$ cat config.mk
export PLATFORM = sky130hd
export DESIGN_NAME = csb_top
export DESIGN_NICKNAME = d
export VERILOG_FILES = /design/src/core/csb_pkg.sv /design/src/core/csb_link_if.sv /design/src/core/csb_card_div.sv /design/src/core/csb_card_eng.sv /design/src/core/csb_top.sv
export SDC_FILE = /design/constraint.sdc
export NUM_CORES = 1
export LEC_CHECK = 0
export BUFFER_PORTS_ARGS = -buffer_cell sky130_fd_sc_hd__buf_4
export CELL_PAD_IN_SITES_DETAIL_PLACEMENT = 1
export CELL_PAD_IN_SITES_GLOBAL_PLACEMENT = 2
export CORE_AREA = 2 2 121 152
export CTS_CLUSTER_DIAMETER = 200
export CTS_CLUSTER_SIZE = 8
export DETAILED_ROUTE_END_ITERATION = 16
export DIE_AREA = 0 0 123 154
export PLACE_DENSITY = 0.81
export SLEW_MARGIN = 0
export SYNTH_ARGS = -nofsm -noshare
export SYNTH_HDL_FRONTEND = slang
export SYNTH_SLANG_ARGS = --single-unit
$ cat constraint.sdc
create_clock -name CLK_I -period 4.3 [get_ports CLK_I]
set_input_delay 0.86 -clock CLK_I [delete_from_list [all_inputs] [get_ports CLK_I]]
set_output_delay 0.86 -clock CLK_I [all_outputs]
set_load 0.05 [all_outputs]
$ cat src/core/csb_pkg.sv
package csb_pkg;
  // ==========================================================
  // Widths.
  localparam int ADDR_W = 32;
  localparam int DATA_W = 32;
  localparam int REG_W = 16;
  localparam int BYTE_W = 8;
  // ==========================================================
  // Register indices; the byte address is four times the index.
  localparam logic [31:0] IDX_CTRL = 32'h00238000;
  localparam logic [31:0] IDX_STAT = 32'h00238004;
  localparam logic [31:0] IDX_IST = 32'h00238006;
  localparam logic [31:0] IDX_IMSK = 32'h00238008;
  localparam logic [31:0] IDX_BAUD = 32'h0023800A;
  localparam logic [31:0] IDX_TXB = 32'h0023800C;
  localparam logic [31:0] IDX_RXB = 32'h0023800E;
  // ==========================================================
  // Reset values and field positions.
  localparam logic [15:0] BAUD_RST = 16'h0007;
  localparam logic [1:0] CTRL_RST = 2'h0;
  localparam logic [2:0] IMSK_RST = 3'h0;
  localparam int TRANSMIT_ENABLE_BIT = 0;
  localparam int RECEIVE_ENABLE_BIT = 1;
  localparam int ST_TEMP = 0;
  localparam int ST_TX_SHIFT_EMPTY = 1;
  localparam int ST_RX_COMPLETE = 2;
  localparam int ST_OVERRUN = 3;
  localparam int N_EV = 3;
  localparam int EV_TEMP = 0;
  localparam int EV_RX_COMPLETE = 1;
  localparam int EV_OVR = 2;
  // ==========================================================
  // Serial timing in card clock periods and bit counts.
  localparam logic [8:0] BIT_CARD_CLKS = 9'h17E;
  localparam logic [8:0] HALF_BIT = 9'h0BF;
  localparam logic [3:0] TX_BITS = 4'hC;
  localparam logic [3:0] RX_BITS = 4'hA;

  typedef enum logic [2:0] {
    ENG_IDLE = 3'b001,
    ENG_TX = 3'b010,
    ENG_RX = 3'b100
  } csb_eng_t;

  function automatic logic csb_hit(input logic [31:0] a,
                                   input logic [31:0] idx);
    return a == {idx[29:0], 2'b00};
  endfunction
endpackage

$ cat src/core/csb_link_if.sv
`timescale 1ns/1ps
interface csb_link_if;
  logic ce;
  logic card_rise;
  logic tx_load;
  logic [7:0] tx_data;
  logic tx_done;
  logic rx_en;
  logic rx_start;
  logic rx_done;
  logic rx_busy;
  logic [7:0] rx_data;
  modport div (input ce, output card_rise);
  modport eng (input ce, card_rise, tx_load, tx_data, rx_en,
               output tx_done, rx_start, rx_done, rx_busy, rx_data);
  modport core (output ce, tx_load, tx_data, rx_en,
                input card_rise, tx_done, rx_start, rx_done, rx_busy,
                rx_data);
endinterface

$ cat src/core/csb_card_div.sv
`timescale 1ns/1ps
module csb_card_div #(
  parameter int DIV_W = 16
) (
  input wire logic clk_i,               // System clock.
  input wire logic rstn_i,              // Synchronous reset, low.
  input wire logic [DIV_W-1:0] baud_i,  // Divisor value.
  csb_link_if.div lnk,                  // Tick to the engine.
  output logic card_clk_o               // Card clock.
);
  import csb_pkg::*;
  logic [DIV_W-1:0] cnt;

  // ==========================================================
  // Reload divider.
  // The divisor is sampled only at reload, so a mid-run write
  // would bend one half period; software keeps it still.
  always_ff @(posedge clk_i) begin
    if (!rstn_i) begin
      cnt <= '0;
      card_clk_o <= 1'b0;
    end else if (lnk.ce) begin
      if (cnt == '0) begin
        cnt <= baud_i;
        card_clk_o <= ~card_clk_o;
      end else begin
        cnt <= cnt - 1'b1;
      end
    end
  end

  assign lnk.card_rise = (cnt == '0) && !card_clk_o;
endmodule

$ cat src/core/csb_card_eng.sv
`timescale 1ns/1ps
module csb_card_eng (
  input wire logic clk_i,   // System clock.
  input wire logic rstn_i,  // Synchronous reset, low.
  input wire logic line_i,  // Card data line level.
  csb_link_if.eng lnk,      // Core handshake.
  output logic line_oe_o    // Pull line low.
);
  import csb_pkg::*;
  csb_eng_t state;
  logic [8:0] phase;
  logic [3:0] nbit;
  logic [9:0] sh;
  logic line_q;
  logic bit_end;

  assign bit_end = lnk.ce && lnk.card_rise &&
                   phase == BIT_CARD_CLKS - 9'h001;
  assign lnk.rx_busy = state == ENG_RX;

  always_ff @(posedge clk_i) begin
    if (!rstn_i) begin
      line_q <= 1'b1;
    end else if (lnk.ce) begin
      line_q <= line_i;
    end
  end

  // ==========================================================
  // Frame: start bit, eight data bits LSB first, even parity.
  // Ones shift in behind the frame, which gives the guard time.
  always_ff @(posedge clk_i) begin
    if (!rstn_i) begin
      state <= ENG_IDLE;
      phase <= '0;
      nbit <= '0;
      sh <= '0;
      line_oe_o <= 1'b0;
      lnk.tx_done <= 1'b0;
      lnk.rx_done <= 1'b0;
      lnk.rx_start <= 1'b0;
      lnk.rx_data <= '0;
    end else if (lnk.ce) begin
      lnk.tx_done <= 1'b0;
      lnk.rx_done <= 1'b0;
      lnk.rx_start <= 1'b0;
      if (lnk.card_rise && state != ENG_IDLE) begin
        phase <= bit_end ? 9'h000 : phase + 9'h001;
      end
      case (state)
        ENG_IDLE: begin
          nbit <= '0;
          if (lnk.tx_load) begin
            sh <= {^lnk.tx_data, lnk.tx_data, 1'b0};
            line_oe_o <= 1'b1;
            phase <= '0;
            state <= ENG_TX;
          end else if (lnk.rx_en && line_q && !line_i) begin
            phase <= HALF_BIT;
            lnk.rx_start <= 1'b1;
            state <= ENG_RX;
          end
        end
        ENG_TX: begin
          if (bit_end) begin
            sh <= {1'b1, sh[9:1]};
            line_oe_o <= !sh[1];
            nbit <= nbit + 4'h1;
            if (nbit == TX_BITS - 4'h1) begin
              lnk.tx_done <= 1'b1;
              state <= ENG_IDLE;
            end
          end
        end
        ENG_RX: begin
          if (bit_end) begin
            sh <= {line_i, sh[9:1]};
            nbit <= nbit + 4'h1;
            if (nbit == RX_BITS - 4'h1) begin
              lnk.rx_data <= sh[9:2];
              lnk.rx_done <= 1'b1;
              state <= ENG_IDLE;
            end
          end
        end
        default: state <= ENG_IDLE;
      endcase
    end
  end
endmodule

$ cat src/core/csb_top.sv
`timescale 1ns/1ps
module csb_top (
  input wire logic CLK_I,                         // System clock.
  input wire logic RESETN_I,                      // Sync reset, low.
  input wire logic CE_I,                          // Clock enable.
  input wire logic PSEL_I,                        // APB select.
  input wire logic PENABLE_I,                     // APB enable.
  input wire logic PWRITE_I,                      // APB direction.
  input wire logic [csb_pkg::ADDR_W-1:0] PADDR_I, // APB address.
  input wire logic [csb_pkg::DATA_W-1:0] PWDATA_I,// APB write data.
  output logic [csb_pkg::DATA_W-1:0] PRDATA_O,    // APB read data.
  output logic PREADY_O,                          // APB ready.
  output logic PSLVERR_O,                         // APB error.
  output logic IRQ_O,                             // Interrupt, high.
  output logic CARD_CLK_O,                        // Card clock.
  input wire logic CARD_IO_I,                     // Card line in.
  output logic CARD_IO_O,                         // Card line out.
  output logic CARD_IO_OE_O                       // Card line drive.
);
  import csb_pkg::*;

  csb_link_if lnk ();

  logic [REG_W-1:0] baud;
  logic [1:0] ctrl;
  logic [BYTE_W-1:0] tx_buf;
  logic [BYTE_W-1:0] rx_buf;
  logic temp;
  logic tx_shift_empty_flag;
  logic rx_complete_flag;
  logic rx_full;
  logic overrun_flag;
  logic [N_EV-1:0] ist;
  logic [N_EV-1:0] imsk;
  logic [N_EV-1:0] ev;
  logic [REG_W-1:0] rd_val;
  logic mapped;
  logic acc;
  logic wr;
  logic rd;
  logic wr_tx;
  logic wr_rx;
  logic rd_rx;
  logic tx_move;
  logic rx_move;
  logic overrun;

  // ==========================================================
  // Submodules.
  csb_card_div #(
    .DIV_W(REG_W)
  ) u_div (
    .clk_i(CLK_I),
    .rstn_i(RESETN_I),
    .baud_i(baud),
    .lnk(lnk.div),
    .card_clk_o(CARD_CLK_O)
  );

  csb_card_eng u_eng (
    .clk_i(CLK_I),
    .rstn_i(RESETN_I),
    .line_i(CARD_IO_I),
    .lnk(lnk.eng),
    .line_oe_o(CARD_IO_OE_O)
  );

  assign lnk.ce = CE_I;
  assign lnk.rx_en = ctrl[RECEIVE_ENABLE_BIT];
  assign lnk.tx_data = tx_buf;
  assign lnk.tx_load = tx_move;

  // The line is open drain: only a low level is ever driven.
  always_ff @(posedge CLK_I) begin
    CARD_IO_O <= 1'b0;
  end

  // ==========================================================
  // APB slave: one wait state, so every transfer takes one
  // setup and two access cycles.
  assign acc = PSEL_I && PENABLE_I;
  assign wr = CE_I && acc && PREADY_O && PWRITE_I;
  assign rd = CE_I && acc && PREADY_O && !PWRITE_I;
  assign wr_tx = wr && csb_hit(PADDR_I, IDX_TXB);
  assign wr_rx = wr && csb_hit(PADDR_I, IDX_RXB);
  assign rd_rx = rd && csb_hit(PADDR_I, IDX_RXB);

  always_comb begin
    mapped = 1'b1;
    rd_val = '0;
    if (csb_hit(PADDR_I, IDX_CTRL)) begin
      rd_val = {14'h0000, ctrl};
    end else if (csb_hit(PADDR_I, IDX_STAT)) begin
      rd_val = {12'h000, overrun_flag, rx_complete_flag,
                tx_shift_empty_flag, temp};
    end else if (csb_hit(PADDR_I, IDX_IST)) begin
      rd_val = {13'h0000, ist};
    end else if (csb_hit(PADDR_I, IDX_IMSK)) begin
      rd_val = {13'h0000, imsk};
    end else if (csb_hit(PADDR_I, IDX_BAUD)) begin
      rd_val = baud;
    end else if (csb_hit(PADDR_I, IDX_TXB)) begin
      rd_val = {8'h00, tx_buf};
    end else if (csb_hit(PADDR_I, IDX_RXB)) begin
      rd_val = {8'h00, rx_buf};
    end else begin
      mapped = 1'b0;
    end
  end

  always_ff @(posedge CLK_I) begin
    if (!RESETN_I) begin
      PREADY_O <= 1'b0;
      PRDATA_O <= '0;
      PSLVERR_O <= 1'b0;
    end else if (CE_I) begin
      PREADY_O <= acc && !PREADY_O;
      if (acc && !PREADY_O) begin
        PRDATA_O <= {16'h0000, rd_val};
        PSLVERR_O <= !mapped;
      end
    end
  end

  // ==========================================================
  // Configuration registers.
  always_ff @(posedge CLK_I) begin
    if (!RESETN_I) begin
      baud <= BAUD_RST;
      ctrl <= CTRL_RST;
      imsk <= IMSK_RST;
    end else if (wr) begin
      if (csb_hit(PADDR_I, IDX_BAUD)) begin
        baud <= PWDATA_I[REG_W-1:0];
      end
      if (csb_hit(PADDR_I, IDX_CTRL)) begin
        ctrl <= PWDATA_I[1:0];
      end
      if (csb_hit(PADDR_I, IDX_IMSK)) begin
        imsk <= PWDATA_I[N_EV-1:0];
      end
    end
  end

  // ==========================================================
  // Transmit side. Half duplex: a character never starts while
  // the engine is receiving.
  assign tx_move = CE_I && ctrl[TRANSMIT_ENABLE_BIT] && !temp &&
                   (tx_shift_empty_flag || lnk.tx_done) &&
                   !lnk.rx_busy;

  always_ff @(posedge CLK_I) begin
    if (!RESETN_I) begin
      tx_buf <= '0;
    end else if (wr_tx) begin
      tx_buf <= PWDATA_I[BYTE_W-1:0];
    end
  end

  // A write in the same cycle as a move holds new data, so the
  // write keeps the buffer marked full.
  always_ff @(posedge CLK_I) begin
    if (!RESETN_I) begin
      temp <= 1'b1;
    end else if (wr_tx) begin
      temp <= 1'b0;
    end else if (tx_move) begin
      temp <= 1'b1;
    end
  end

  always_ff @(posedge CLK_I) begin
    if (!RESETN_I) begin
      tx_shift_empty_flag <= 1'b1;
    end else if (tx_move) begin
      tx_shift_empty_flag <= 1'b0;
    end else if (CE_I && lnk.tx_done) begin
      tx_shift_empty_flag <= 1'b1;
    end
  end

  // ==========================================================
  // Receive side.
  assign rx_move = CE_I && ctrl[RECEIVE_ENABLE_BIT] && rx_full &&
                   !rx_complete_flag;
  assign overrun = CE_I && lnk.rx_start && rx_full &&
                   rx_complete_flag;

  always_ff @(posedge CLK_I) begin
    if (!RESETN_I) begin
      rx_full <= 1'b0;
    end else if (CE_I && lnk.rx_done) begin
      rx_full <= 1'b1;
    end else if (rx_move) begin
      rx_full <= 1'b0;
    end
  end

  always_ff @(posedge CLK_I) begin
    if (!RESETN_I) begin
      rx_buf <= '0;
    end else if (rx_move) begin
      rx_buf <= lnk.rx_data;
    end
  end

  // Set wins over the read that would clear it.
  always_ff @(posedge CLK_I) begin
    if (!RESETN_I) begin
      rx_complete_flag <= 1'b0;
    end else if (rx_move) begin
      rx_complete_flag <= 1'b1;
    end else if (rd_rx) begin
      rx_complete_flag <= 1'b0;
    end
  end

  // Overrun clears by writing zero to its status bit.
  always_ff @(posedge CLK_I) begin
    if (!RESETN_I) begin
      overrun_flag <= 1'b0;
    end else if (overrun) begin
      overrun_flag <= 1'b1;
    end else if (wr && csb_hit(PADDR_I, IDX_STAT) &&
                 !PWDATA_I[ST_OVERRUN]) begin
      overrun_flag <= 1'b0;
    end
  end

  // ==========================================================
  // Interrupts: sticky event bits, write one to clear.
  assign ev[EV_TEMP] = tx_move;
  assign ev[EV_RX_COMPLETE] = rx_move;
  assign ev[EV_OVR] = overrun;

  genvar gi;
  generate
    for (gi = 0; gi < N_EV; gi++) begin : g_ist
      always_ff @(posedge CLK_I) begin
        if (!RESETN_I) begin
          ist[gi] <= 1'b0;
        end else if (ev[gi]) begin
          ist[gi] <= 1'b1;
        end else if (wr && csb_hit(PADDR_I, IDX_IST) &&
                     PWDATA_I[gi]) begin
          ist[gi] <= 1'b0;
        end
      end
    end
  endgenerate

  always_ff @(posedge CLK_I) begin
    if (!RESETN_I) begin
      IRQ_O <= 1'b0;
    end else if (CE_I) begin
      IRQ_O <= |(ist & imsk);
    end
  end
endmodule

==> impl_results.html, run 1 <==
<table>
<tr><th>Metric</th><th>Value</th></tr>
<tr><th colspan="2">Routing</th></tr>
<tr><td>Average wire length per cell after detail routing</td><td>19.8 um</td></tr>
<tr><td>Via total after detailed routing</td><td>5,899</td></tr>
<tr><td>Total Routed Length</td><td>20,400 um</td></tr>
<tr><td>Per-cell via count in the routed design</td><td>5.72</td></tr>
<tr><td>DR pass1 iterations</td><td>5</td></tr>
<tr><td>Count of unresolved DRC violations after routing</td><td>0</td></tr>
<tr><td>DRC violation total after the first TritonRoute iteration</td><td>272</td></tr>
<tr><td>Number of nets still failing antenna checks after routing</td><td>0</td></tr>
<tr><th colspan="2">STA</th></tr>
<tr><td>Worst slew slack as a fraction of its limit</td><td>0.185</td></tr>
<tr><td>Finish-stage setup viols</td><td>0</td></tr>
<tr><td>Min Tclk post-route</td><td>2.97 ns</td></tr>
<tr><td>Setup repair after global routing missed its margin</td><td>false</td></tr>
<tr><td>Max Freq</td><td>337 MHz</td></tr>
<tr><td>Sum of negative setup slack</td><td>0 ns</td></tr>
<tr><td>Final number of hold-violating endpoints</td><td>0</td></tr>
<tr><td>Number of slew-limit violations in the final report</td><td>0</td></tr>
<tr><td>Transition time at the pin with the least slew margin</td><td>1.22 ns</td></tr>
<tr><td>Worst setup skew after layout</td><td>0.0208 ns</td></tr>
<tr><td>Period Utilization, post-route</td><td>0.691</td></tr>
<tr><td>Worst-case hold slack</td><td>0.453 ns</td></tr>
<tr><th colspan="2">Setup path</th></tr>
<tr><td>WS Path Type</td><td>reg2reg</td></tr>
<tr><td>Arrival time at the worst endpoint</td><td>3.29 ns</td></tr>
<tr><td>Critical Path End Type</td><td>flip-flop</td></tr>
<tr><td>Critical path startpoint category</td><td>flip-flop</td></tr>
<tr><td>Data required, critical path</td><td>4.62 ns</td></tr>
<tr><td>Maximum fanout encountered on the critical timing path</td><td>18</td></tr>
<tr><th colspan="2">Place</th></tr>
<tr><td>HPWL after detailed placement</td><td>14,800 um</td></tr>
<tr><td>PortBufs</td><td>75</td></tr>
<tr><td>Last weighted congestion value of the routability-driven placer</td><td>0.864</td></tr>
<tr><th colspan="2">Synthesis</th></tr>
<tr><td>Post-synthesis sequential area ratio</td><td>0.387</td></tr>
<tr><td>Top area cells in the synthesized netlist</td><td>sky130_fd_sc_hd__dfxtp_1, sky130_fd_sc_hd__mux2i_1, sky130_fd_sc_hd__nand2_1, sky130_fd_sc_hd__o21ai_0, sky130_fd_sc_hd__nor2_1</td></tr>
<tr><td>Post-synthesis async set-or-reset flop share</td><td>0</td></tr>
<tr><td>Most instantiated flip-flop cell in the synthesis netlist</td><td>sky130_fd_sc_hd__dfxtp_1</td></tr>
<tr><td>Synth cell types</td><td>70</td></tr>
<tr><td>Post-synthesis cell area</td><td>6160 um^2</td></tr>
<tr><td>Largest area contributor in the synthesized netlist</td><td>sky130_fd_sc_hd__dfxtp_1</td></tr>
<tr><td>Syn Inst Count</td><td>744</td></tr>
<tr><td>Yosys top cell area share</td><td>0.387</td></tr>
<tr><td>Synthesized area per cell</td><td>8.28 um^2</td></tr>
<tr><td>Number of storage elements in the synthesis netlist</td><td>119</td></tr>
<tr><td>Synth top cells by count</td><td>sky130_fd_sc_hd__dfxtp_1, sky130_fd_sc_hd__nand2_1, sky130_fd_sc_hd__nor2_1</td></tr>
<tr><td>Most common cell in the netlist</td><td>sky130_fd_sc_hd__dfxtp_1</td></tr>
<tr><td>Count of warnings emitted by yosys</td><td>0</td></tr>
<tr><td>Number of enable-type register cells in the synthesized netlist</td><td>0</td></tr>
<tr><th colspan="2">Clock tree</th></tr>
<tr><td>TritonCTS clock tree</td><td>yes</td></tr>
<tr><td># hold bufs at CTS</td><td>0</td></tr>
<tr><td>Clock transition time at the flip-flop clock pins of the worst setup and hold paths</td><td>0.06 ns</td></tr>
<tr><td>TritonCTS Buffers</td><td>17</td></tr>
<tr><td>Max Buffers Root-to-Sink</td><td>2</td></tr>
<tr><td>Clk sink count</td><td>119</td></tr>
<tr><td>Htree depth</td><td>4</td></tr>
<tr><td>Clk Latency, worst-skew pair</td><td>0.43 ns</td></tr>
<tr><td>Root Buffer</td><td>sky130_fd_sc_hd__clkbuf_16</td></tr>
<tr><td>Count of buffers added by post-CTS timing repair for setup</td><td>0</td></tr>
<tr><td>Post-cts repair resize count</td><td>0</td></tr>
<tr><th colspan="2">Floorplan</th></tr>
<tr><td>Total I/O pin count</td><td>109</td></tr>
<tr><td>Die Wd</td><td>123 um</td></tr>
<tr><td>Core area</td><td>17,400 um^2</td></tr>
<tr><td>Number of standard-cell rows in the floorplan</td><td>54</td></tr>
<tr><td>Starting density of the core</td><td>0.353</td></tr>
<tr><td>Die footprint</td><td>18,900 um^2</td></tr>
<tr><td>Height of the die</td><td>154 um</td></tr>
<tr><th colspan="2">GRT</th></tr>
<tr><td>Global-route wire length before repair</td><td>32,900 um</td></tr>
<tr><td>Routing usage on met3</td><td>0.0415</td></tr>
<tr><td>Antenna violations before repair</td><td>0</td></tr>
<tr><td>Most heavily used metal layer in global routing</td><td>met2</td></tr>
<tr><td>Total congestion overflow</td><td>0</td></tr>
<tr><td>GRT met1 Usage</td><td>0.275</td></tr>
<tr><td>Pin count of the biggest net entering global routing</td><td>46</td></tr>
<tr><td>Number of global-route vias before repair</td><td>6,151</td></tr>
<tr><td>Met2 routing resource usage after global routing</td><td>0.382</td></tr>
<tr><td>Total global routing track utilization</td><td>0.222</td></tr>
<tr><th colspan="2">Finish</th></tr>
<tr><td>Area growth syn-to-layout</td><td>19.0%</td></tr>
<tr><td>Net count reported at finish</td><td>872</td></tr>
<tr><td>Diodes inserted</td><td>0</td></tr>
<tr><td>Fill cell count</td><td>2,121</td></tr>
<tr><td>Fraction of final layout cells sized beyond drive strength 1</td><td>0.167</td></tr>
<tr><td>Final design utilization</td><td>0.421</td></tr>
<tr><th colspan="2">Status</th></tr>
<tr><td>Status</td><td>complete, no violations</td></tr>
<tr><th colspan="2">Power</th></tr>
<tr><td>Worst-case vdd ir drop</td><td>0.000317 V</td></tr>
<tr><td>Overall power after layout</td><td>3.68 mW</td></tr>
<tr><td>Power density over the cells</td><td>502 nW/um^2</td></tr>
<tr><td>Standby leakage power</td><td>2.63 nW</td></tr>
<tr><th colspan="2">Worst hold path</th></tr>
<tr><td>Worst min-delay path category</td><td>reg2reg</td></tr>
<tr><th colspan="2">Flow run</th></tr>
<tr><td>Max-capacitance violation count</td><td>0</td></tr>
</table>
per-layer routing:
metal / part of all wire / routed length, um
met1: 0.44 / 8970
met2: 0.52 / 10500
met3: 0.026 / 521
met4: 0.018 / 368
met5: 0 / 0
placed cells by master (no fill, tap or decap), drive strengths merged, types with 7 or more instances in the layout:
cell    Yosys  routed
nor4       12      12
buf        32      83
or4        12      12
o21ai      59      59
nand3      21      21
dfxtp     119     119
nand4      20      20
inv        11      18
clkbuf     35      17
nor3       24      24
or3         8       8
conb        1      17
nor2       69      69
nor4b      10      10
a211oi      7       7
xnor2       9       9
a311oi      9       9
nand2      92      92
mux2i      38      38
a21oi      43      43
a22o       10      10
o31ai      11      11
per-stage QoR:
step | instance area, um^2 | setup slack [ns] | std cells
2_1_floorplan | 6220 | 1.62 | 760
3_3_place_gp | 6770 | 1.19 | 1000
3_5_place_dp | 6770 | 1.05 | 1000
4_1_cts | 7330 | 1.39 | 1032
5_1_grt | 7330 | 1.16 | 1032
6_report | 7330 | 1.33 | 1032
worst paths after layout:
| check | from | to | slack [ns] | cells after the start |
|---|---|---|---|---|
| worst max-delay path | u_eng.state[0] | u_eng.sh[5] | 1.33 | 6 |
| worst max register to register | u_eng.state[0] | u_eng.sh[5] | 1.33 | 6 |
| worst min-delay path | u_eng.lnk.rx_data[2] | rx_buf[2] | 0.45 | 2 |
| worst min register to register | u_eng.lnk.rx_data[2] | rx_buf[2] | 0.45 | 2 |
report_power, final:
group          switching, mW  internal [mW]
Combinational          0.703          0.332
Clock                  0.574          0.805
Sequential            0.0991           1.17
Total                   1.38           2.31
logic make-up (layout without fill, tap and decap cells):
| logic type | after synthesis | count (layout) | share of synthesized area |
|---|---|---|---|
| AND/OR/NAND/NOR | 306 | 306 | 0.262 |
| AO/OA/AOI/OAI | 186 | 186 | 0.195 |
| flip-flops | 119 | 119 | 0.387 |
| buffers and inverters | 78 | 126 | 0.0672 |
| multiplexers | 38 | 38 | 0.0617 |
| XOR/XNOR | 10 | 10 | 0.0142 |
| adder cells (fa/ha/maj) | 6 | 6 | 0.0122 |
| other | 1 | 17 | 0.000609 |
cell type report:
cell class / count / area, um^2 / area share
sequential: 119 / 2380 / 0.325
tap: 224 / 280 / 0.0382
inverter: 11 / 41.3 / 0.00563
multi-input combinational: 563 / 3440 / 0.469
timing repair buffer: 83 / 623 / 0.0850
clock buffer: 17 / 425 / 0.0580
clock inverter: 15 / 141 / 0.0193
worst max-delay path, stage by stage, from the launching register on:
cell	delay, ns
sky130_fd_sc_hd__dfxtp_1	0.74
sky130_fd_sc_hd__or3b_2	0.67
sky130_fd_sc_hd__nor3_1	0.26
sky130_fd_sc_hd__buf_4	0.20
sky130_fd_sc_hd__a31o_1	0.54
sky130_fd_sc_hd__nor2_1	0.11
sky130_fd_sc_hd__a311oi_1	0.31
flip-flops by register name (all words and copies together) (netlist names), 2 cells and up:
name               flops
PRDATA_O              16
baud                  16
u_div.cnt             16
u_eng.phase            9
u_eng.sh               9
lnk.tx_data            8
rx_buf                 8
u_eng.lnk.rx_data      8
u_eng.nbit             4
imsk                   3
ist                    3
u_eng.state            3
ctrl                   2
Power figures use the tool's default switching activity.
==> inputs of run 2 (changes only) <==
--- a/config.mk
+++ b/config.mk
@@ -8,12 +8,12 @@
 export BUFFER_PORTS_ARGS = -buffer_cell sky130_fd_sc_hd__buf_4
 export CELL_PAD_IN_SITES_DETAIL_PLACEMENT = 1
 export CELL_PAD_IN_SITES_GLOBAL_PLACEMENT = 2
-export CORE_AREA = 2 2 121 152
+export CORE_AREA = 2 2 132 166
 export CTS_CLUSTER_DIAMETER = 200
 export CTS_CLUSTER_SIZE = 8
 export DETAILED_ROUTE_END_ITERATION = 16
-export DIE_AREA = 0 0 123 154
-export PLACE_DENSITY = 0.81
+export DIE_AREA = 0 0 134 168
+export PLACE_DENSITY = 0.72
 export SLEW_MARGIN = 0
 export SYNTH_ARGS = -nofsm -noshare
 export SYNTH_HDL_FRONTEND = slang
==> constraint.sdc (replaced) <==
create_clock -name CLK_I -period 2.4 [get_ports CLK_I]
set_input_delay 0.48 -clock CLK_I [delete_from_list [all_inputs] [get_ports CLK_I]]
set_output_delay 0.48 -clock CLK_I [all_outputs]
set_load 0.05 [all_outputs]
==> run 2 against run 1 <==
Effect of this change: register-to-register slack worse by 1.3 ns; die area up 19%; sequential share of layout area down 2.4 points; setup slack worse by 1.3 ns; maximum frequency up 25%; via count up 3.8%; clock-buffer cell count up 4; wire length up 7.4%; first-iteration DRC count up 24%; critical path depth up 1.
==> impl_results.html, run 2 (synthesis results as in run 1) <==
<table>
<tr><th>Metric</th><th>Value</th></tr>
<tr><th colspan="2">Floorplan</th></tr>
<tr><td>Core area</td><td>21,100 um^2 (+21%)</td></tr>
<tr><td>Die Wd</td><td>134 um (+8.9%)</td></tr>
<tr><td>Starting density of the core</td><td>0.292 (-0.0614)</td></tr>
<tr><td>Number of standard-cell rows in the floorplan</td><td>60 (+11%)</td></tr>
<tr><td>Die footprint</td><td>22,500 um^2 (+19%)</td></tr>
<tr><td>Height of the die</td><td>168 um (+9.1%)</td></tr>
<tr><td>Total I/O pin count</td><td>109 (unchanged)</td></tr>
<tr><th colspan="2">Place</th></tr>
<tr><td>PortBufs</td><td>75 (unchanged)</td></tr>
<tr><td>HPWL after detailed placement</td><td>16,200 um (+9.8%)</td></tr>
<tr><td>Last weighted congestion value of the routability-driven placer</td><td>0.836 (-3.3%)</td></tr>
<tr><td>Post-placement cell area</td><td>7230 um^2 (+6.8%)</td></tr>
<tr><th colspan="2">Clock tree</th></tr>
<tr><td>TritonCTS clock tree</td><td>yes</td></tr>
<tr><td>Clock transition time at the flip-flop clock pins of the worst setup and hold paths</td><td>0.06 ns (about the same)</td></tr>
<tr><td>TritonCTS Buffers</td><td>17 (unchanged)</td></tr>
<tr><td>Clk Latency, worst-skew pair</td><td>0.42 ns (about the same)</td></tr>
<tr><td>Max Buffers Root-to-Sink</td><td>2 (unchanged)</td></tr>
<tr><td>Clk sink count</td><td>119 (unchanged)</td></tr>
<tr><td>Root Buffer</td><td>sky130_fd_sc_hd__clkbuf_16</td></tr>
<tr><td># hold bufs at CTS</td><td>0 (unchanged)</td></tr>
<tr><td>Htree depth</td><td>4 (unchanged)</td></tr>
<tr><th colspan="2">GRT</th></tr>
<tr><td>Pin count of the biggest net entering global routing</td><td>60 (+30%)</td></tr>
<tr><td>Total global routing track utilization</td><td>0.195 (-0.0267)</td></tr>
<tr><td>Total congestion overflow</td><td>0 (unchanged)</td></tr>
<tr><td>Global-route wire length before repair</td><td>34,500 um (+4.9%)</td></tr>
<tr><td>Number of global-route vias before repair</td><td>6,370 (+3.6%)</td></tr>
<tr><td>Antenna violations before repair</td><td>0 (unchanged)</td></tr>
<tr><th colspan="2">STA</th></tr>
<tr><td>Transition time at the pin with the least slew margin</td><td>1.26 ns (+0.0447 ns)</td></tr>
<tr><td>Final number of hold-violating endpoints</td><td>0 (unchanged)</td></tr>
<tr><td>Number of slew-limit violations in the final report</td><td>0 (unchanged)</td></tr>
<tr><td>Finish-stage setup viols</td><td>0 (unchanged)</td></tr>
<tr><td>Period Utilization, post-route</td><td>0.990 (+0.299)</td></tr>
<tr><td>Max Freq</td><td>421 MHz (+25%)</td></tr>
<tr><td>Worst setup skew after layout</td><td>0.00774 ns (-0.0131 ns)</td></tr>
<tr><td>Worst slew slack as a fraction of its limit</td><td>0.154 (-0.0311)</td></tr>
<tr><td>Setup repair after global routing missed its margin</td><td>true</td></tr>
<tr><td>Min Tclk post-route</td><td>2.38 ns (-0.595 ns)</td></tr>
<tr><th colspan="2">Power</th></tr>
<tr><td>Overall power after layout</td><td>7.48 mW (+100%)</td></tr>
<tr><td>Internal Pwr Total</td><td>4.89 mW (+110%)</td></tr>
<tr><td>Standby leakage power</td><td>2.94 nW (+12%)</td></tr>
<tr><td>Net load switching power</td><td>2.58 mW (+88%)</td></tr>
<tr><td>Power density over the cells</td><td>944 nW/um^2 (+88%)</td></tr>
<tr><td>Logic gate share of total power</td><td>0.344 (+0.063)</td></tr>
<tr><td>Fraction of power spent switching nets</td><td>0.346 (-0.0281)</td></tr>
<tr><td>Worst-case vdd ir drop</td><td>0.000563 V (+78%)</td></tr>
<tr><td>Share of power burned in registers</td><td>0.299 (-0.046)</td></tr>
<tr><td>Power share of the clock group</td><td>0.357 (-0.017)</td></tr>
<tr><th colspan="2">Status</th></tr>
<tr><td>Status</td><td>complete, no violations</td></tr>
<tr><th colspan="2">Finish</th></tr>
<tr><td>Largest registers</td><td>PRDATA_O x16, baud x16, u_div.cnt x16</td></tr>
<tr><td>Fill cell count</td><td>2,480 (+17%)</td></tr>
<tr><td>Final Cell Area</td><td>7920 um^2 (+8.0%)</td></tr>
<tr><td>Most used cells in the layout excluding fill and tap cells</td><td>sky130_fd_sc_hd__buf_4, sky130_fd_sc_hd__dfxtp_1, sky130_fd_sc_hd__nand2_1, sky130_fd_sc_hd__nor2_1, sky130_fd_sc_hd__o21ai_0</td></tr>
<tr><td>Area growth syn-to-layout</td><td>28.6%</td></tr>
<tr><td>Final design utilization</td><td>0.376 (-0.0451)</td></tr>
<tr><td>Most common library cell in the layout ignoring fill and taps</td><td>sky130_fd_sc_hd__buf_4</td></tr>
<tr><td>Fraction of final layout cells sized beyond drive strength 1</td><td>0.229 (+0.0617)</td></tr>
<tr><td>Diodes inserted</td><td>0 (unchanged)</td></tr>
<tr><td>Net count reported at finish</td><td>925 (+6.1%)</td></tr>
<tr><th colspan="2">Setup path</th></tr>
<tr><td>Maximum fanout encountered on the critical timing path</td><td>9 (-9)</td></tr>
<tr><td>Endpoint of the worst setup timing path</td><td>u_eng.lnk.rx_data[5]</td></tr>
<tr><td>RR Endpoint</td><td>u_eng.lnk.rx_data[5]</td></tr>
<tr><td>Worst R2R Setup Slack</td><td>0.02 ns (-1.31 ns)</td></tr>
<tr><td>WS Path Type</td><td>reg2reg</td></tr>
<tr><td>Critical path startpoint category</td><td>flip-flop</td></tr>
<tr><td>Number of cells on the worst reg-to-reg path</td><td>7 (+1)</td></tr>
<tr><td>CP startpoint</td><td>u_div.cnt[0]</td></tr>
<tr><td>Critical Path End Type</td><td>flip-flop</td></tr>
<tr><td>Arrival time at the worst endpoint</td><td>2.65 ns (-0.64 ns)</td></tr>
<tr><td>Data required, critical path</td><td>2.67 ns (-1.95 ns)</td></tr>
<tr><td>Worst flop-to-flop path startpoint</td><td>u_div.cnt[0]</td></tr>
<tr><th colspan="2">Routing</th></tr>
<tr><td>Average wire length per cell after detail routing</td><td>19.2 um (-2.8%)</td></tr>
<tr><td>DR pass1 iterations</td><td>4 (-1)</td></tr>
<tr><td>Via total after detailed routing</td><td>6,122 (+3.8%)</td></tr>
<tr><td>Number of nets still failing antenna checks after routing</td><td>0 (unchanged)</td></tr>
<tr><td>DRC violation total after the first TritonRoute iteration</td><td>336 (+24%)</td></tr>
<tr><td>Per-cell via count in the routed design</td><td>5.37 (-6.1%)</td></tr>
<tr><td>Count of unresolved DRC violations after routing</td><td>0 (unchanged)</td></tr>
<tr><td>Total Routed Length</td><td>21,900 um (+7.4%)</td></tr>
<tr><th colspan="2">Worst hold path</th></tr>
<tr><td>Worst min-delay path category</td><td>in2reg</td></tr>
<tr><th colspan="2">Flow run</th></tr>
<tr><td>Max-capacitance violation count</td><td>0 (unchanged)</td></tr>
</table>
==> run 2: layout make-up <==
type                       count  area (um^2)  share of cell area
inverter                      11         41.3             0.00521
multi-input combinational    563         3490               0.440
tap                          279          349              0.0441
sequential                   119         2380               0.301
clock inverter                11          149              0.0188
timing repair buffer         136         1050               0.133
clock buffer                  21          460              0.0581
==> run 2: stage by stage <==
step | hold slack [ns] | std cells | setup slack (ns) | setup TNS, ns
after floorplan | 0.428 | 760 | 0.0521 | 0
after global placement | 0.436 | 1104 | -0.00608 | -0.0232
after detailed placement | 0.453 | 1104 | -0.0870 | -0.526
after CTS | 0.287 | 1136 | 0.0102 | 0
after global routing | 0.302 | 1140 | -0.0475 | -0.340
final | 0.304 | 1140 | 0.0243 | 0
==> run 2: worst max-delay path: stages (launching register included) <==
cell	delay, ns
sky130_fd_sc_hd__dfxtp_1	0.31
sky130_fd_sc_hd__inv_1	0.09
sky130_fd_sc_hd__ha_2	0.19
sky130_fd_sc_hd__or4b_4	0.50
sky130_fd_sc_hd__or3_1	0.34
sky130_fd_sc_hd__or4_4	0.51
sky130_fd_sc_hd__o21ai_0	0.20
sky130_fd_sc_hd__a21oi_1	0.08
==> run 2: how the worst min path moves through the flow <==
| stage | startpoint | endpoint | slack [ns] | cells past startpoint |
|---|---|---|---|---|
| final | PWDATA_I[15] | baud[15] | 0.30 | 3 |
| after CTS | PWDATA_I[8] | baud[8] | 0.29 | 3 |
| after floorplan | u_eng.lnk.rx_data[0] | rx_buf[0] | 0.43 | 2 |
| after global routing | PWDATA_I[13] | baud[13] | 0.30 | 3 |
| after detailed placement | u_eng.lnk.rx_data[0] | rx_buf[0] | 0.45 | 2 |
| after global placement | PRDATA_O[2] | PRDATA_O[2] | 0.44 | 2 |
==> run 2: metal layers <==
metal	share of wire	vias to the layer above	GRT usage
li1	-	2919	-
met1	0.43	3081	0.228
met2	0.53	92	0.358
met3	0.021	30	0.0277
met4	0.020	0	0.0717
met5	0	-	0
==> run 2: power by group through the flow <==
stage          Sequential, mW  Combinational [mW]  Clock (mW)
5_1_grt                  2.25                2.80        2.82
3_3_place_gp             2.26                2.33           0
4_1_cts                  2.23                2.41        2.72
2_1_floorplan            2.28                1.48           0
3_5_place_dp             2.27                2.39           0
6_report                 2.24                2.57        2.67
==> run 2: repair_timing <==
item,4_1_cts,5_1_grt
pin swaps,0,3
setup buffers,0,4
resized for setup,3,16
hold endpoints to repair,0,0
setup endpoints to repair,15,29
==> inputs of run 3 (changes only) <==
--- a/config.mk
+++ b/config.mk
@@ -13,7 +13,7 @@
 export CTS_CLUSTER_SIZE = 8
 export DETAILED_ROUTE_END_ITERATION = 16
 export DIE_AREA = 0 0 134 168
-export PLACE_DENSITY = 0.72
+export PLACE_DENSITY = 0.8
 export SLEW_MARGIN = 0
 export SYNTH_ARGS = -nofsm -noshare
 export SYNTH_HDL_FRONTEND = slang
==> run 3 against run 2 <==
Effect of this change: non-clock buffer count grew 6; highest routed layer unchanged; power shrank 2.7%; largest cell class unchanged; global-route usage shrank 0.69 points; worst hold slack lost 0.012 ns; sequential power is essentially flat.
==> impl_results.html, run 3 (synthesis results as in run 1) <==
<table>
<tr><th>Metric</th><th>Value</th></tr>
<tr><th colspan="2">Power</th></tr>
<tr><td>Standby leakage power</td><td>2.99 nW (+1.5%)</td></tr>
<tr><td>Power density over the cells</td><td>910 nW/um^2 (-3.5%)</td></tr>
<tr><td>Worst-case vdd ir drop</td><td>0.000490 V (-13%)</td></tr>
<tr><td>Overall power after layout</td><td>7.28 mW (-2.7%)</td></tr>
<tr><th colspan="2">Floorplan</th></tr>
<tr><td>Starting density of the core</td><td>0.292 (unchanged)</td></tr>
<tr><td>Height of the die</td><td>168 um (unchanged)</td></tr>
<tr><td>Die Wd</td><td>134 um (unchanged)</td></tr>
<tr><td>Core area</td><td>21,100 um^2 (unchanged)</td></tr>
<tr><td>Number of standard-cell rows in the floorplan</td><td>60 (unchanged)</td></tr>
<tr><td>Die footprint</td><td>22,500 um^2 (unchanged)</td></tr>
<tr><td>Total I/O pin count</td><td>109 (unchanged)</td></tr>
<tr><th colspan="2">Setup path</th></tr>
<tr><td>Critical path startpoint category</td><td>flip-flop</td></tr>
<tr><td>Instance count on the critical path</td><td>8 (+1)</td></tr>
<tr><td>CP startpoint</td><td>u_div.cnt[0]</td></tr>
<tr><td>Number of cells on the worst reg-to-reg path</td><td>8 (+1)</td></tr>
<tr><td>Cell breakdown of the critical path</td><td>inv_1, ha_2, or4b_4, or3_1, or4_4, buf_6, o21ai_0, a21oi_1</td></tr>
<tr><td>Maximum cell stage delay along the critical path</td><td>0.49 ns (-0.02 ns)</td></tr>
<tr><td>Worst flop-to-flop path startpoint</td><td>u_div.cnt[0]</td></tr>
<tr><td>Cell family with most CP delay</td><td>simple AND/OR/NAND/NOR gates</td></tr>
<tr><td>Cell with the biggest individual delay on the critical path</td><td>sky130_fd_sc_hd__or4b_4</td></tr>
<tr><td>Count of buffering cells on the critical path with inverters included</td><td>2 (+1)</td></tr>
<tr><td>Data required, critical path</td><td>2.70 ns (+0.03 ns)</td></tr>
<tr><td>Critical Path End Type</td><td>flip-flop</td></tr>
<tr><td>Maximum fanout encountered on the critical timing path</td><td>9 (unchanged)</td></tr>
<tr><td>Arrival time at the worst endpoint</td><td>2.65 ns (about the same)</td></tr>
<tr><td>WS Path Type</td><td>reg2reg</td></tr>
<tr><th colspan="2">Clock tree</th></tr>
<tr><td>Root Buffer</td><td>sky130_fd_sc_hd__clkbuf_16</td></tr>
<tr><td># hold bufs at CTS</td><td>0 (unchanged)</td></tr>
<tr><td>Htree depth</td><td>4 (unchanged)</td></tr>
<tr><td>TritonCTS clock tree</td><td>yes</td></tr>
<tr><td>TritonCTS Buffers</td><td>17 (unchanged)</td></tr>
<tr><td>Max Buffers Root-to-Sink</td><td>2 (unchanged)</td></tr>
<tr><td>Clk sink count</td><td>119 (unchanged)</td></tr>
<tr><td>Count of buffers added by post-CTS timing repair for setup</td><td>0 (unchanged)</td></tr>
<tr><td>Clock transition time at the flip-flop clock pins of the worst setup and hold paths</td><td>0.06 ns (about the same)</td></tr>
<tr><td>Clk Latency, worst-skew pair</td><td>0.42 ns (about the same)</td></tr>
<tr><th colspan="2">GRT</th></tr>
<tr><td>Total global routing track utilization</td><td>0.188 (-0.00688)</td></tr>
<tr><td>Antenna violations before repair</td><td>0 (unchanged)</td></tr>
<tr><td>Total congestion overflow</td><td>0 (unchanged)</td></tr>
<tr><td>Pin count of the biggest net entering global routing</td><td>43 (-28%)</td></tr>
<tr><td>Global-route wire length before repair</td><td>33,500 um (-2.6%)</td></tr>
<tr><td>Number of global-route vias before repair</td><td>6,160 (-3.3%)</td></tr>
<tr><th colspan="2">STA</th></tr>
<tr><td>Final number of hold-violating endpoints</td><td>0 (unchanged)</td></tr>
<tr><td>Worst-case hold slack</td><td>0.292 ns (-0.0120 ns)</td></tr>
<tr><td>Sum of negative setup slack</td><td>0 ns (unchanged)</td></tr>
<tr><td>Worst setup skew after layout</td><td>0.00686 ns (-0.000881 ns)</td></tr>
<tr><td>Worst slew slack as a fraction of its limit</td><td>0.627 (+0.474)</td></tr>
<tr><td>Min Tclk post-route</td><td>2.35 ns (-0.0258 ns)</td></tr>
<tr><td>Finish-stage setup viols</td><td>0 (unchanged)</td></tr>
<tr><td>Number of slew-limit violations in the final report</td><td>0 (unchanged)</td></tr>
<tr><td>Transition time at the pin with the least slew margin</td><td>0.555 ns (-0.710 ns)</td></tr>
<tr><td>Setup repair after global routing missed its margin</td><td>true</td></tr>
<tr><td>Period Utilization, post-route</td><td>0.979 (-0.0108)</td></tr>
<tr><td>Max Freq</td><td>426 MHz (+1.1%)</td></tr>
<tr><th colspan="2">Finish</th></tr>
<tr><td>Most common library cell in the layout ignoring fill and taps</td><td>sky130_fd_sc_hd__buf_4</td></tr>
<tr><td>Area growth syn-to-layout</td><td>29.7%</td></tr>
<tr><td>Net count reported at finish</td><td>931 (+0.65%)</td></tr>
<tr><td>Fill cell count</td><td>2,508 (+1.1%)</td></tr>
<tr><td>Largest registers</td><td>PRDATA_O x16, baud x16, u_div.cnt x16</td></tr>
<tr><td>Area of all sequential standard cells</td><td>2380 um^2 (unchanged)</td></tr>
<tr><td>Multi-input combinational cell area</td><td>3490 um^2 (about the same)</td></tr>
<tr><td>Fraction of final layout cells sized beyond drive strength 1</td><td>0.235 (+0.00649)</td></tr>
<tr><td>Diodes inserted</td><td>0 (unchanged)</td></tr>
<tr><td>Most used cells in the layout excluding fill and tap cells</td><td>sky130_fd_sc_hd__buf_4, sky130_fd_sc_hd__dfxtp_1, sky130_fd_sc_hd__nand2_1, sky130_fd_sc_hd__nor2_1, sky130_fd_sc_hd__o21ai_0</td></tr>
<tr><td>Final non-filler cell total</td><td>1,146 (+0.53%)</td></tr>
<tr><th colspan="2">Routing</th></tr>
<tr><td>Total Routed Length</td><td>20,800 um (-5.1%)</td></tr>
<tr><td>Count of unresolved DRC violations after routing</td><td>0 (unchanged)</td></tr>
<tr><td>Via total after detailed routing</td><td>6,049 (-1.2%)</td></tr>
<tr><td>Average wire length per cell after detail routing</td><td>18.1 um (-5.6%)</td></tr>
<tr><td>Number of nets still failing antenna checks after routing</td><td>0 (unchanged)</td></tr>
<tr><td>DR pass1 iterations</td><td>5 (+1)</td></tr>
<tr><td>Per-cell via count in the routed design</td><td>5.28 (-1.7%)</td></tr>
<tr><td>DRC violation total after the first TritonRoute iteration</td><td>346 (+3.0%)</td></tr>
<tr><th colspan="2">Place</th></tr>
<tr><td>PortBufs</td><td>75 (unchanged)</td></tr>
<tr><td>HPWL after detailed placement</td><td>15,500 um (-4.2%)</td></tr>
<tr><td>Inst Count DP</td><td>1,113 (+0.82%)</td></tr>
<tr><td>Last weighted congestion value of the routability-driven placer</td><td>0.838 (+0.31%)</td></tr>
<tr><th colspan="2">Worst hold path</th></tr>
<tr><td>Worst min-delay path category</td><td>in2reg</td></tr>
<tr><td>Startpoint of the most critical hold path</td><td>PWDATA_I[13]</td></tr>
<tr><td>Hold-critical path depth</td><td>3 (unchanged)</td></tr>
<tr><th colspan="2">Flow run</th></tr>
<tr><td>Max-capacitance violation count</td><td>0 (unchanged)</td></tr>
<tr><th colspan="2">Status</th></tr>
<tr><td>Status</td><td>complete, no violations</td></tr>
</table>
## run 3: cell count changes in the layout (fill, tap and decap cells not counted), sizes merged
cell / before / now
clkinv: 5 / 6
inv: 11 / 14
bufinv: 3 / 2
buf: 136 / 141
clkbuf: 21 / 19
## run 3: layer usage
layer	part of all wire	GRT usage
met5	0	0
met4	0.0096	0.0537
met3	0.026	0.0322
met2	0.54	0.344
met1	0.43	0.224
## run 3: metrics by stage
step / area [um^2] / setup slack [ns] / utilization
5_1_grt: 7990 / -0.0265 / 0.379
6_report: 7990 / 0.0501 / 0.379
4_1_cts: 7910 / 0.00336 / 0.375
2_1_floorplan: 6220 / 0.0521 / -
3_3_place_gp: 7320 / -0.00480 / 0.347
3_5_place_dp: 7320 / -0.0115 / 0.347
## run 3: what timing repair did
item                                    4_1_cts  5_1_grt
pin swaps                                     0        7
endpoints found under the setup margin        3       26
gates resized for setup                       1       17
gates cloned                                  0        1
## run 3: worst paths after layout
kind	end	slack, ns
min reg2reg	rx_buf[6]	0.46
max reg2reg	u_eng.lnk.rx_data[3]	0.05
max	u_eng.lnk.rx_data[3]	0.05
min	baud[13]	0.29
## run 3: worst reg2reg max path, delay by kind of cell (launching register included)
family / cells / cell delay, ns
adders and majority gates: 1 / 0.19
DFF: 1 / 0.31
and+or+nand+nor: 3 / 1.25
buffers and inverters: 2 / 0.25
AOI/OAI and AO/OA: 2 / 0.23
## run 3: where the power goes
group          internal [mW]  switching (mW)  leakage [nW]
combinational           1.04            1.44          1.74
clock                   1.56            1.00         0.283
sequential              2.10           0.133         0.962
## run 3: area by class of cell
type                       count  share of cell area
inverter                      11             0.00517
multi-input combinational    563               0.437
timing repair buffer         142               0.143
sequential                   119               0.298
clock buffer                  18              0.0549
clock inverter                14              0.0188
tap                          279              0.0437
